`src/dcm_pkg.sv`:
```
// Purpose: shared constants and types of the cache block maintenance unit
// Assumes: 32-bit instruction words, bit 0 is the most significant bit
// Notes:   blocks are four 32-bit words
package dcm_pkg;
   // word and field layout (bit 0 of the printed layout is bit 31 here)
   localparam int XLEN    = 32;
   localparam int PRI_LSB = 26;
   localparam int PRI_W   = 6;
   localparam int RA_LSB  = 16;
   localparam int REG_W   = 5;
   localparam int XO_LSB  = 1;
   localparam int XO_W    = 10;

   // opcodes
   localparam logic [5:0] PRI_CACHE = 6'h1F;
   localparam logic [9:0] XO_FLUSH  = 10'h056;
   localparam logic [9:0] XO_INVAL  = 10'h1D6;
   localparam logic [9:0] XO_STORE  = 10'h036;

   // block geometry
   localparam int BLK_WORDS = 4;
   localparam int WIDX_W    = 2;
   localparam int BLK_LSB   = 4;
   localparam int RDCNT_W   = 3;

   typedef enum logic [1:0] {
      OP_NONE  = 2'h0,
      OP_FLUSH = 2'h1,
      OP_INVAL = 2'h2,
      OP_STORE = 2'h3
   } dcm_op_e;

   typedef enum logic [2:0] {
      S_IDLE   = 3'h0,
      S_XLATE  = 3'h1,
      S_LOOKUP = 3'h3,
      S_READ   = 3'h2,
      S_WRITE  = 3'h6,
      S_INVAL  = 3'h7,
      S_DONE   = 3'h5
   } dcm_state_e;

   typedef struct packed {
      logic [XLEN-1:0] instr;
      logic [XLEN-1:0] baseVal;
      logic [XLEN-1:0] indexVal;
      logic            privileged;
   } dcm_issue_s;

   typedef struct packed {
      dcm_op_e         op;
      logic [XLEN-1:0] ea;
      logic            privileged;
   } dcm_cmd_s;

   typedef struct packed {
      logic illegal;
      logic privFault;
      logic noop;
      logic protFault;
      logic wroteBack;
      logic invalidated;
   } dcm_result_s;
endpackage : dcm_pkg

```
`src/dcm_line_buf.sv`:
```
// Purpose: one-block staging memory between cache read and memory write
// Assumes: one write and one read port, read data registered
// Notes:   read data follows the read index by one clock
`timescale 1ns/100ps
module dcm_line_buf (
   // clock and reset
   input  wire logic                          clock,
   input  wire logic                          reset,
   // write port
   input  wire logic                          wrEn,
   input  wire logic [dcm_pkg::WIDX_W-1:0]    wrIdx,
   input  wire logic [dcm_pkg::XLEN-1:0]      wrData,
   // read port
   input  wire logic [dcm_pkg::WIDX_W-1:0]    rdIdx,
   output logic      [dcm_pkg::XLEN-1:0]      rdData
);
   logic [dcm_pkg::XLEN-1:0] mem [dcm_pkg::BLK_WORDS];

   always_ff @(posedge clock)
   begin
      if (wrEn)
      begin
         mem[wrIdx] <= wrData;
      end
   end

   always_ff @(posedge clock or posedge reset)
   begin
      if (reset)
      begin
         rdData <= '0;
      end
      else
      begin
         rdData <= mem[rdIdx];
      end
   end
endmodule : dcm_line_buf

```
`src/dcm_decode.sv`:
```
// Purpose: opcode decode and effective address capture
// Assumes: operands arrive with the instruction word
// Notes:   fields 6-10 and bit 31 are ignored
`timescale 1ns/100ps
module dcm_decode (
   // clock and reset
   input  wire logic         clock,
   input  wire logic         reset,
   // issue capture
   input  wire logic         load,
   input  dcm_pkg::dcm_issue_s issue,
   // decoded command
   output dcm_pkg::dcm_cmd_s cmd
);
   // RQ1 RQ7 RQ12 base field zero
   function automatic logic [31:0] formEa(input logic [4:0] field,
                                          input logic [31:0] baseVal,
                                          input logic [31:0] indexVal);
      formEa = (field == 5'h00) ? indexVal : baseVal + indexVal;
   endfunction : formEa

   // RQ5 RQ11 RQ15 opcode decode
   function automatic dcm_pkg::dcm_op_e decodeOp(input logic [31:0] w);
      logic [5:0] pri;
      logic [9:0] xo;
      pri = w[dcm_pkg::PRI_LSB +: dcm_pkg::PRI_W];
      xo  = w[dcm_pkg::XO_LSB +: dcm_pkg::XO_W];
      decodeOp = dcm_pkg::OP_NONE;
      if (pri == dcm_pkg::PRI_CACHE)
      begin
         case (xo)
            dcm_pkg::XO_FLUSH: decodeOp = dcm_pkg::OP_FLUSH;
            dcm_pkg::XO_INVAL: decodeOp = dcm_pkg::OP_INVAL;
            dcm_pkg::XO_STORE: decodeOp = dcm_pkg::OP_STORE;
            default:           decodeOp = dcm_pkg::OP_NONE;
         endcase
      end
   endfunction : decodeOp

   logic [4:0]  baseField;
   logic [5:0]  priField;
   logic [9:0]  xoField;
   logic [31:0] issueSum;
   logic        baseZero;

   assign baseField = issue.instr[dcm_pkg::RA_LSB +: dcm_pkg::REG_W];
   assign priField  = issue.instr[dcm_pkg::PRI_LSB +: dcm_pkg::PRI_W];
   assign xoField   = issue.instr[dcm_pkg::XO_LSB +: dcm_pkg::XO_W];
   assign issueSum  = issue.baseVal + issue.indexVal;
   assign baseZero  = baseField == 5'h00;

   // RQ1 RQ5 capture command
   always_ff @(posedge clock or posedge reset)
   begin
      if (reset)
      begin
         cmd <= '0;
      end
      else if (load)
      begin
         cmd.op         <= decodeOp(issue.instr);
         cmd.ea         <= formEa(baseField, issue.baseVal, issue.indexVal);
         cmd.privileged <= issue.privileged;
      end
   end
endmodule : dcm_decode

```
`src/dcm_block_maint.sv`:
```
// Purpose: data cache block flush, invalidate and store sequencer
// Assumes: translation and cache directory answer in the asking cycle
// Notes:   cache word reads return one clock after the read enable
// Notes on behaviour
// RQ1: Flush address is base plus index, base taken as zero for field 0.
// RQ2: Flush writes a present modified block back to main memory.
// RQ3: Flush invalidates a present block after any write back.
// RQ4: Flush to a direct-store segment does nothing and completes.
// RQ5: Flush is opcode 31 with extended opcode 86, fields 6-10, 31 unused.
// RQ6: Flush never writes the fixed-point exception status register.
// RQ7: Invalidate address is base plus index, or index alone for field 0.
// RQ8: Invalidate drops a present block so later reads refetch it.
// RQ9: Invalidate is checked for protection as a store.
// RQ10: Invalidate is accepted only in privileged state, else faults.
// RQ11: Invalidate is opcode 31 with extended opcode 470.
// RQ12: Store address is base plus index, or index alone for field 0.
// RQ13: Store copies a present modified block to main memory.
// RQ14: Store is translated and checked for protection as a load.
// RQ15: Store is opcode 31 with extended opcode 54.
// RQ16: Flush and store write nothing when the block is absent or clean.
`timescale 1ns/100ps
module dcm_block_maint (
   // clock and reset
   input  wire logic                               clock,
   input  wire logic                               reset,
   // issue from the core
   input  wire logic                               issueValid,
   output logic                                    issueReady,
   input  dcm_pkg::dcm_issue_s                     issue,
   // completion to the core
   output logic                                    resultValid,
   output dcm_pkg::dcm_result_s                    result,
   output logic                                    xerWrite,
   // translation and protection
   output logic                                    xlateReq,
   output logic      [dcm_pkg::XLEN-1:0]           xlateEa,
   output logic                                    xlateAsStore,
   input  wire logic                               xlateDirect,
   input  wire logic                               xlateDenied,
   // cache directory and data
   output logic                                    cacheLookup,
   output logic      [dcm_pkg::XLEN-1:dcm_pkg::BLK_LSB] cacheAddr,
   input  wire logic                               cacheHit,
   input  wire logic                               cacheDirty,
   output logic                                    cacheRdEn,
   output logic      [dcm_pkg::WIDX_W-1:0]         cacheRdWord,
   input  wire logic [dcm_pkg::XLEN-1:0]           cacheRdData,
   output logic                                    cacheInval,
   // main memory write
   output logic                                    memValid,
   input  wire logic                               memReady,
   output logic      [dcm_pkg::XLEN-1:0]           memAddr,
   output logic      [dcm_pkg::XLEN-1:0]           memData,
   output logic                                    memLast
);
   dcm_pkg::dcm_state_e state;
   dcm_pkg::dcm_state_e next_state;
   dcm_pkg::dcm_cmd_s   cmd;

   logic [dcm_pkg::RDCNT_W-1:0] rdCnt;
   logic                        rdPend;
   logic [dcm_pkg::WIDX_W-1:0]  rdIdx;
   logic [dcm_pkg::WIDX_W-1:0]  wrCnt;
   logic                        primed;
   logic                        load;
   logic                        privFault;
   logic                        xlateStop;
   logic                        needWb;
   logic                        needInval;
   logic                        memFire;
   logic                        isFlush;
   logic                        isInval;
   logic                        isStore;

   dcm_decode u_decode (
      .clock (clock),
      .reset (reset),
      .load  (load),
      .issue (issue),
      .cmd   (cmd)
   );

   dcm_line_buf u_line_buf (
      .clock  (clock),
      .reset  (reset),
      .wrEn   (rdPend),
      .wrIdx  (rdIdx),
      .wrData (cacheRdData),
      .rdIdx  (wrCnt),
      .rdData (memData)
   );

   assign isFlush     = cmd.op == dcm_pkg::OP_FLUSH;
   assign isInval     = cmd.op == dcm_pkg::OP_INVAL;
   assign isStore     = cmd.op == dcm_pkg::OP_STORE;
   assign issueReady  = state == dcm_pkg::S_IDLE;
   assign load        = issueValid && issueReady;
   assign resultValid = state == dcm_pkg::S_DONE;
   // RQ6 status register untouched
   assign xerWrite    = 1'b0;

   // translation request
   assign xlateReq = state == dcm_pkg::S_XLATE;
   assign xlateEa  = cmd.ea;
   // RQ9 RQ14 store class only for invalidate
   assign xlateAsStore = isInval;

   // RQ10 privilege check
   assign privFault = isInval && !cmd.privileged;
   // RQ4 direct-store and faults end the operation
   assign xlateStop = cmd.op == dcm_pkg::OP_NONE || privFault
                      || xlateDirect || xlateDenied;

   // RQ2 RQ13 RQ16 write back only present modified
   assign needWb    = (isFlush || isStore) && cacheHit && cacheDirty;
   // RQ3 RQ8 invalidate present block
   assign needInval = (isFlush || isInval) && cacheHit;

   // cache side
   assign cacheLookup = state == dcm_pkg::S_LOOKUP;
   assign cacheAddr   = cmd.ea[dcm_pkg::XLEN-1:dcm_pkg::BLK_LSB];
   assign cacheRdEn   = state == dcm_pkg::S_READ && !rdCnt[2];
   assign cacheRdWord = rdCnt[dcm_pkg::WIDX_W-1:0];
   assign cacheInval  = state == dcm_pkg::S_INVAL;

   // memory side
   assign memValid = state == dcm_pkg::S_WRITE && primed;
   assign memFire  = memValid && memReady;
   assign memLast  = wrCnt == 2'h3;
   assign memAddr  = {cmd.ea[dcm_pkg::XLEN-1:dcm_pkg::BLK_LSB], wrCnt, 2'h0};

   always_comb
   begin
      next_state = state;
      case (state)
         dcm_pkg::S_IDLE:
         begin
            if (issueValid)
            begin
               next_state = dcm_pkg::S_XLATE;
            end
         end
         dcm_pkg::S_XLATE:
         begin
            if (xlateStop)
            begin
               next_state = dcm_pkg::S_DONE;
            end
            else
            begin
               next_state = dcm_pkg::S_LOOKUP;
            end
         end
         dcm_pkg::S_LOOKUP:
         begin
            if (needWb)
            begin
               next_state = dcm_pkg::S_READ;
            end
            else if (needInval)
            begin
               next_state = dcm_pkg::S_INVAL;
            end
            else
            begin
               next_state = dcm_pkg::S_DONE;
            end
         end
         dcm_pkg::S_READ:
         begin
            if (rdCnt[2] && !rdPend)
            begin
               next_state = dcm_pkg::S_WRITE;
            end
         end
         dcm_pkg::S_WRITE:
         begin
            // RQ3 invalidate follows write back
            if (memFire && memLast)
            begin
               next_state = isFlush ? dcm_pkg::S_INVAL : dcm_pkg::S_DONE;
            end
         end
         dcm_pkg::S_INVAL: next_state = dcm_pkg::S_DONE;
         dcm_pkg::S_DONE:  next_state = dcm_pkg::S_IDLE;
         default:          next_state = dcm_pkg::S_IDLE;
      endcase
   end

   always_ff @(posedge clock or posedge reset)
   begin
      if (reset)
      begin
         state <= dcm_pkg::S_IDLE;
      end
      else
      begin
         state <= next_state;
      end
   end

   // block read from the cache into the staging buffer
   always_ff @(posedge clock or posedge reset)
   begin
      if (reset)
      begin
         rdCnt  <= '0;
         rdPend <= 1'b0;
         rdIdx  <= '0;
      end
      else if (state != dcm_pkg::S_READ)
      begin
         rdCnt  <= '0;
         rdPend <= 1'b0;
      end
      else
      begin
         rdPend <= cacheRdEn;
         rdIdx  <= rdCnt[dcm_pkg::WIDX_W-1:0];
         if (cacheRdEn)
         begin
            rdCnt <= rdCnt + 3'h1;
         end
      end
   end

   // RQ2 RQ13 stream block to main memory
   always_ff @(posedge clock or posedge reset)
   begin
      if (reset)
      begin
         wrCnt  <= '0;
         primed <= 1'b0;
      end
      else if (state != dcm_pkg::S_WRITE)
      begin
         wrCnt  <= '0;
         primed <= 1'b0;
      end
      else if (memFire)
      begin
         wrCnt  <= wrCnt + 2'h1;
         primed <= 1'b0;
      end
      else
      begin
         primed <= 1'b1;
      end
   end

   // completion flags
   always_ff @(posedge clock or posedge reset)
   begin
      if (reset)
      begin
         result <= '0;
      end
      else if (load)
      begin
         result <= '0;
      end
      else if (state == dcm_pkg::S_XLATE)
      begin
         result.illegal <= cmd.op == dcm_pkg::OP_NONE;
         // RQ10 unprivileged invalidate faults
         result.privFault <= cmd.op != dcm_pkg::OP_NONE && privFault;
         // RQ4 direct-store segment is a no-op
         result.noop <= cmd.op != dcm_pkg::OP_NONE && !privFault
                        && xlateDirect;
         result.protFault <= cmd.op != dcm_pkg::OP_NONE && !privFault
                             && !xlateDirect && xlateDenied;
      end
      else if (memFire && memLast)
      begin
         result.wroteBack <= 1'b1;
      end
      else if (cacheInval)
      begin
         result.invalidated <= 1'b1;
      end
   end
endmodule : dcm_block_maint

```
`config.mk`:
```
export PLATFORM = sky130hd
export DESIGN_NAME = dcm_block_maint
export DESIGN_NICKNAME = d
export VERILOG_FILES = /design/src/dcm_pkg.sv /design/src/dcm_line_buf.sv /design/src/dcm_decode.sv /design/src/dcm_block_maint.sv
export SDC_FILE = /design/constraint.sdc
export NUM_CORES = 1
export LEC_CHECK = 0
export ABC_AREA = 1
export BUFFER_PORTS_ARGS = -buffer_cell sky130_fd_sc_hd__buf_2
export CAP_MARGIN = 10
export CORE_AREA = 3 3 154 194
export CTS_BUF_LIST = sky130_fd_sc_hd__clkbuf_4 sky130_fd_sc_hd__clkbuf_8
export DETAILED_ROUTE_END_ITERATION = 8
export DIE_AREA = 0 0 157 197
export GPL_TIMING_DRIVEN = 1
export PLACE_DENSITY_LB_ADDON = 0.15
export SYNTH_ARGS = -nofsm -noshare
export SYNTH_HDL_FRONTEND = slang
export SYNTH_SLANG_ARGS = --single-unit
export TNS_END_PERCENT = 5
```
`constraint.sdc`:
```
create_clock -name clock -period 4 [get_ports clock]
set_input_delay 0.6 -clock clock [delete_from_list [all_inputs] [get_ports clock]]
set_output_delay 0.6 -clock clock [all_outputs]
set_load 0.02 [all_outputs]
```
## Word-level counts from Yosys, hierarchy flattened

Memories as Yosys holds them, arrays and structs flattened. A register that Yosys moved wholly into a read port is not among the register bits.
Index checks and enable logic that the tools add are counted.

- Memories kept: 1
- Output and inout bits: 142
- Flip-flop bits (word level): 53
- Bits of input ports: 137
- Bits in writable memories: 128

- Add/subtract/negate cells: 3
- Mux-type cells: 26
- Reductions and logical operators: 37
- Equal/unequal tests: 21

Memories:

| memory | depth | bits a word | read ports | clocked after Yosys merged registers in | write ports | line | RTL |
|---|---|---|---|---|---|---|---|
| u_line_buf.mem | 4 | 32 | 1 | 1 | 1 | dcm_line_buf.sv:17 | `logic [dcm_pkg::XLEN-1:0] mem [dcm_pkg::BLK_WORDS];` |

Operators by type and width:

| kind | count |
|---|---|
| 32-bit adder | 1 |
| 32-bit 2-to-1 mux | 1 |
| 3-bit 2-to-1 mux | 7 |
| 3-bit one-hot mux with 6 select lines | 1 |
| 1-bit logical AND | 15 |
| 2-bit 2-to-1 mux | 6 |
| 2-bit nonzero test | 6 |
| 10-bit by 6-bit == test with 1-bit output (second input constant) | 1 |
| 10-bit by 7-bit == test with 1-bit output (second input constant) | 1 |
| 10-bit by 9-bit == test with 1-bit output (second input constant) | 1 |
| 3-bit == test (second input constant) | 3 |
| 1-bit 2-to-1 mux | 8 |
| 2-bit == test (second input constant) | 3 |
| 3-bit by 2-bit == test with 1-bit output (second input constant) | 2 |
| 6-bit by 5-bit == test with 1-bit output (second input constant) | 1 |
| 6-bit 2-to-1 mux | 1 |
| 2-bit by 1-bit inequality test with 1-bit output (second input constant) | 3 |
| 2-bit one-hot mux with 3 select lines | 1 |
| 3-bit AND reduction | 2 |
| 1-bit logical NOT | 5 |
| 5-bit logical NOT | 1 |
| 1-bit logical OR | 5 |
| 4-bit 2-to-1 mux | 1 |
| 2-bit inequality test (second input constant) | 2 |
| other kinds (9) | 9 |

## Depth between registers and ports, before layout

- Depth after elaboration: 8
- Depth in mapped cells: 13
- Mapped depth without buffers: 13

## By module

From an unflattened synthesis, not the netlist that was laid out.

- Cells, all modules: 1455
- Area, all modules: 11833.8 µm²

By module, submodules not included:

| module | cells each | instances | area an instance (µm²) | seq. area each (µm²) |
|---|---|---|---|---|
| dcm_line_buf | 542 | 1 | 6242.2 | 4644.5 |
| dcm_decode | 723 | 1 | 4096.4 | 875.8 |
| dcm_block_maint | 190 | 1 | 1495.2 | 450.4 |

## Worst setup path after synthesis

OpenSTA, ideal clock, no wires.

- Path kind: register to register
- From: register rdIdx[1] (netlist bit)
- To: memory u_line_buf.mem[3][0] (netlist bit), enable pin
- Data required time: 3539 ps
- Period minus slack after synthesis: 3123 ps
- Library setup time: 461 ps
- Slack: 877 ps
- Stages on the path, launching flop included: 3
- Data arrival time: 2662 ps
- Path buffers: 0
- Cell sequence: dfrtp_1 -> inv_1 -> nor3_1

RTL lines:

| element | line | RTL |
|---|---|---|
| start, declared | dcm_block_maint.sv:62 | `logic [dcm_pkg::WIDX_W-1:0] rdIdx;` |
| start signal, assigned | dcm_block_maint.sv:219 | `rdIdx <= rdCnt[dcm_pkg::WIDX_W-1:0];` |
| end, declared | dcm_line_buf.sv:17 |  |

No word-level cell before the write port.

## Worst setup path after layout

- From: register wrCnt[0] (netlist bit)
- To: output port memLast

- Longest elaborated chain between the ends: 1

Ends and longest elaborated chain:

| element | line | RTL |
|---|---|---|
| start, declared | dcm_block_maint.sv:63 | `logic [dcm_pkg::WIDX_W-1:0] wrCnt;` |
| start signal, assigned | dcm_block_maint.sv:242 | `wrCnt <= wrCnt + 2'h1;` |
| 2-bit == test | dcm_block_maint.sv:129 | `assign memLast = wrCnt == 2'h3;` |
| end, declared | dcm_block_maint.sv:54 | `output logic memLast` |

No other way between the ends.

==> impl_metrics.xml <==
<?xml version="1.0" encoding="UTF-8"?>
<metrics>
  <group name="floorplan">
    <metric name="die_height" unit="µm">197</metric>
    <metric name="rows" unit="">69</metric>
    <metric name="initial_utilization" unit="%">39.7</metric>
    <metric name="die_width" unit="µm">157</metric>
    <metric name="io-pin-count" unit="">279</metric>
    <metric name="placeableCoreArea" unit="µm²">28200</metric>
    <metric name="design.die.area" unit="µm²">30900</metric>
  </group>
  <group name="yosys">
    <metric name="area_of_the_mapped_netlist" unit="µm²">11200</metric>
    <metric name="syn-instance-count" unit="">1272</metric>
    <metric name="synth.ff_latch_count" unit="">213</metric>
    <metric name="ys_warn_count" unit="">0</metric>
    <metric name="synth_cell_types" unit="">44</metric>
    <metric name="synthesis.area_per_instance" unit="µm²">8.82</metric>
    <metric name="post_synthesis_sequential_area_ratio" unit="%">53.2</metric>
  </group>
  <group name="sta">
    <metric name="fin_crit_sh" unit="%">62.6</metric>
    <metric name="final_period_minus_worst_setup_slack" unit="ps">2500</metric>
    <metric name="fmaxAchievable" unit="MHz">400</metric>
    <metric name="final-hold-violation-count" unit="">0</metric>
    <metric name="slew-limit-headroom" unit="%">28.3</metric>
    <metric name="finalSetupViolations" unit="">0</metric>
    <metric name="setup_total_negative_slack" unit="ps">0</metric>
    <metric name="worst-slew-pin-transition" unit="ps">1070</metric>
    <metric name="rsz0062_at_grt" unit="">false</metric>
    <metric name="slew_viol_final" unit="">0</metric>
    <metric name="worst_clock_skew" unit="ps">17.0</metric>
  </group>
  <group name="clock_tree">
    <metric name="postCtsSetupBuffers" unit="">0</metric>
    <metric name="cts.root.buffer_cell" unit="">sky130_fd_sc_hd__clkbuf_8</metric>
    <metric name="cts-hold-fix-buffers" unit="">0</metric>
    <metric name="clk-insertion-delay-late" unit="ps">530</metric>
    <metric name="cts.repair.resized" unit="">0</metric>
    <metric name="cts_inserted_buffers" unit="">36</metric>
    <metric name="ctsHtreeMaxLevel" unit="">2</metric>
    <metric name="tritoncts_clock_tree" unit="">built</metric>
    <metric name="ctsLongestPathBuffers" unit="">3</metric>
    <metric name="cts.sinks" unit="">213</metric>
    <metric name="clock_pin_slew_of_the_registers_on_the_worst_case_setup_and_hold_paths" unit="ps">60</metric>
  </group>
  <group name="layout">
    <metric name="final_area" unit="µm²">13000</metric>
    <metric name="syn_to_final_growth" unit="%">16.3</metric>
    <metric name="final_layout_size_suffix_gt1_share" unit="%">24.9</metric>
    <metric name="nets" unit="">1637</metric>
    <metric name="num_antenna_cells" unit="">0</metric>
    <metric name="fillerInstances" unit="">2823</metric>
  </group>
  <group name="grt">
    <metric name="globalRouteTotalUtil" unit="%">18.1</metric>
    <metric name="grt_pass1_wl" unit="µm">44200</metric>
    <metric name="grt_start_max_net_pins" unit="">65</metric>
    <metric name="grt-ovfl-total" unit="">0</metric>
    <metric name="antenna_found_initial" unit="">4</metric>
    <metric name="vias_in_the_first_global_route" unit="">8617</metric>
  </group>
  <group name="critical_path">
    <metric name="critPathMaxStageDelay" unit="ps">840</metric>
    <metric name="cp-start-kind" unit="">register</metric>
    <metric name="worst_setup_path_startpoint" unit="">wrCnt[0]</metric>
    <metric name="critical_path_peak_fanout" unit="">42</metric>
    <metric name="path_class" unit="">register to primary output</metric>
    <metric name="worst_r2r_startpoint" unit="">state[2]</metric>
    <metric name="endpoint_kind" unit="">primary output</metric>
    <metric name="cpMaxStageDelayCell" unit="">sky130_fd_sc_hd__dfrtp_2</metric>
    <metric name="critPathRequiredTime" unit="ps">3400</metric>
    <metric name="worstPathCellList" unit="">ha_1 &gt; buf_2</metric>
    <metric name="worst-endpoint-arrival" unit="ps">1900</metric>
  </group>
  <group name="placed_design">
    <metric name="placedInstanceArea" unit="µm²">12300</metric>
    <metric name="gp_congestion" unit="">0.873</metric>
    <metric name="port-buffer-count" unit="">264</metric>
    <metric name="dp.final_hpwl" unit="µm">20000</metric>
  </group>
  <group name="routing">
    <metric name="dr.first_iter.drc_count" unit="">314</metric>
    <metric name="post-route-drc-count" unit="">0</metric>
    <metric name="via_count" unit="">8766</metric>
    <metric name="postRouteWirelength" unit="µm">28800</metric>
    <metric name="vias_per_cell" unit="">4.75</metric>
    <metric name="first_pass_iteration_count_of_the_detailed_router" unit="">5</metric>
    <metric name="detail-route-antenna-nets" unit="">0</metric>
    <metric name="routedWlPerCell" unit="µm">15.6</metric>
  </group>
  <group name="power">
    <metric name="total_leakage_power" unit="nW">6.44</metric>
    <metric name="irDropWorstVdd" unit="V">0.000306</metric>
    <metric name="total_power" unit="mW">6.64</metric>
    <metric name="pwr_density_cell" unit="nW/µm²">509</metric>
  </group>
  <group name="run_status">
    <metric name="run_status" unit="">complete, no violations</metric>
  </group>
  <group name="run">
    <metric name="number_of_max_capacitance_violations_reported" unit="">0</metric>
  </group>
  <group name="worst_hold_path">
    <metric name="worstHoldPathType" unit="">input port to async pin</metric>
  </group>
</metrics>
logic make-up (layout without fill, tap and decap cells):
family / after synthesis / in the layout / share of synthesized area [%]
and+or+nand+nor: 558 / 558 / 20.2
buffers and inverters: 271 / 487 / 12.4
DFF: 213 / 213 / 53.2
AOI/OAI and AO/OA: 179 / 179 / 8.92
adders and majority gates: 38 / 38 / 4.31
xor gates and xnor gates: 12 / 12 / 0.937
other: 1 / 3 / 0.0334
per-layer routing:
metal	wire (µm)	vias up	track usage, %
li1	-	4446	-
met1	11000	4032	19.8
met2	14800	216	33.3
met3	1960	66	4.96
met4	953	6	6.45
met5	28	-	0
flip-flops by register name, summed over array words and instances, names as in the netlist:
| name | count |
|---|---|
| u_decode.cmd | 35 |
| u_line_buf.mem | 128 |
| u_line_buf.rdData | 32 |
| rdCnt | 3 |
| rdIdx | 2 |
| result | 6 |
| state | 3 |
| primed | 1 |
| wrCnt | 2 |
| rdPend | 1 |
synth_stat cells (all sizes together):
master / count / share of area (%)
nand2: 322 / 11
nor2: 163 / 5.7
inv: 144 / 4.8
edfxtp: 128 / 34
buf: 106 / 6.9
o21ai: 96 / 4.3
dfrtp: 85 / 19
nand3: 47 / 2.2
ha: 37 / 4.1
o22ai: 32 / 1.8
a21oi: 31 / 1.4
clkbuf: 19 / 0.64
nor3: 12 / 0.54
xor2: 11 / 0.86
a2bb2oi: 5 / 0.39
nand4: 5 / 0.28
or2: 5 / 0.28
a21boi: 4 / 0.27
o21bai: 3 / 0.20
a32o: 2 / 0.18
clkinv: 2 / 0.078
nor4: 2 / 0.17
a21o: 1 / 0.067
a22o: 1 / 0.078
and2: 1 / 0.056
conb: 1 / 0.033
fa: 1 / 0.18
nand3b: 1 / 0.067
o2111ai: 1 / 0.078
o211ai: 1 / 0.067
o21a: 1 / 0.067
o311ai: 1 / 0.078
xnor2: 1 / 0.078
through the flow:
stage | cells | hold slack (ps) | setup WS (ps) | utilization (%)
detailed placement | 1779 | 466 | 1300 | 43.4
CTS | 1845 | 172 | 1390 | 46.2
global route | 1845 | 190 | 1220 | 46.2
global placement | 1779 | 463 | 1300 | 43.4
finish | 1845 | 172 | 1500 | 46.2
floorplan | 1274 | 443 | 877 | -
final cells by class:
type | count | area [µm²] | area share, %
sequential | 213 | 5970 | 45.8
timing repair buffer | 275 | 1420 | 10.9
tap | 355 | 444 | 3.40
multi-input combinational | 790 | 3880 | 29.7
clock buffer | 56 | 658 | 5.04
inverter | 146 | 552 | 4.23
clock inverter | 10 | 123 | 0.940
worst paths after layout:
path                       depth (start not counted)                    end  slack [ps]
min in group clock                                 1  u_line_buf.mem[2][28]         280
hold / removal                                     2  u_line_buf.rdData[11]         170
max in group asynchronous                          3               wrCnt[0]        3050
setup reg to reg                                   7       u_decode.cmd[33]        1570
setup / recovery                                   2                memLast        1500
hold reg to reg                                    2        u_decode.cmd[2]         480
power breakdown:
| group | total, mW | internal, mW | switching, mW |
|---|---|---|---|
| sequential | 2.68 | 2.52 | 0.164 |
| combinational | 1.87 | 0.617 | 1.25 |
| clock | 2.10 | 1.19 | 0.904 |
critical path: cells and delay by family (launching register included):
family                   cells  cell delay [ps]
buffers and inverters        1              190
adder cells (fa/ha/maj)      1              350
flip-flops                   1              840
layout by cell type (no fill, tap or decap), types with 2 or more instances in the layout:
master | netlist | routed
sky130_fd_sc_hd__o21bai_1 | 3 | 3
sky130_fd_sc_hd__conb_1 | 1 | 3
sky130_fd_sc_hd__nor2_2 | 4 | 4
sky130_fd_sc_hd__nand2_2 | 6 | 6
sky130_fd_sc_hd__dfrtp_1 | 85 | 84
sky130_fd_sc_hd__a21oi_1 | 31 | 31
sky130_fd_sc_hd__o22ai_1 | 32 | 32
sky130_fd_sc_hd__edfxtp_1 | 128 | 128
sky130_fd_sc_hd__bufinv_16 | 0 | 2
sky130_fd_sc_hd__nor2_4 | 2 | 2
sky130_fd_sc_hd__buf_4 | 95 | 10
sky130_fd_sc_hd__or2_2 | 5 | 5
sky130_fd_sc_hd__xor2_1 | 11 | 11
sky130_fd_sc_hd__o21ai_0 | 94 | 94
sky130_fd_sc_hd__clkbuf_4 | 0 | 18
sky130_fd_sc_hd__buf_2 | 7 | 264
sky130_fd_sc_hd__inv_2 | 5 | 6
sky130_fd_sc_hd__a21boi_1 | 4 | 4
sky130_fd_sc_hd__clkinv_2 | 1 | 3
sky130_fd_sc_hd__nand3_2 | 2 | 2
sky130_fd_sc_hd__clkinv_1 | 1 | 3
sky130_fd_sc_hd__o21ai_1 | 2 | 2
sky130_fd_sc_hd__nor3_2 | 0 | 4
sky130_fd_sc_hd__inv_1 | 139 | 138
sky130_fd_sc_hd__a2bb2oi_1 | 5 | 5
sky130_fd_sc_hd__clkinv_8 | 0 | 2
sky130_fd_sc_hd__nor3_1 | 12 | 8
sky130_fd_sc_hd__clkbuf_8 | 0 | 38
sky130_fd_sc_hd__nand3_1 | 45 | 45
sky130_fd_sc_hd__nand4_1 | 5 | 5
sky130_fd_sc_hd__a32o_1 | 2 | 2
sky130_fd_sc_hd__ha_1 | 37 | 37
sky130_fd_sc_hd__nand2_1 | 316 | 316
sky130_fd_sc_hd__nor2_1 | 157 | 157
Power figures use the tool's default switching activity.
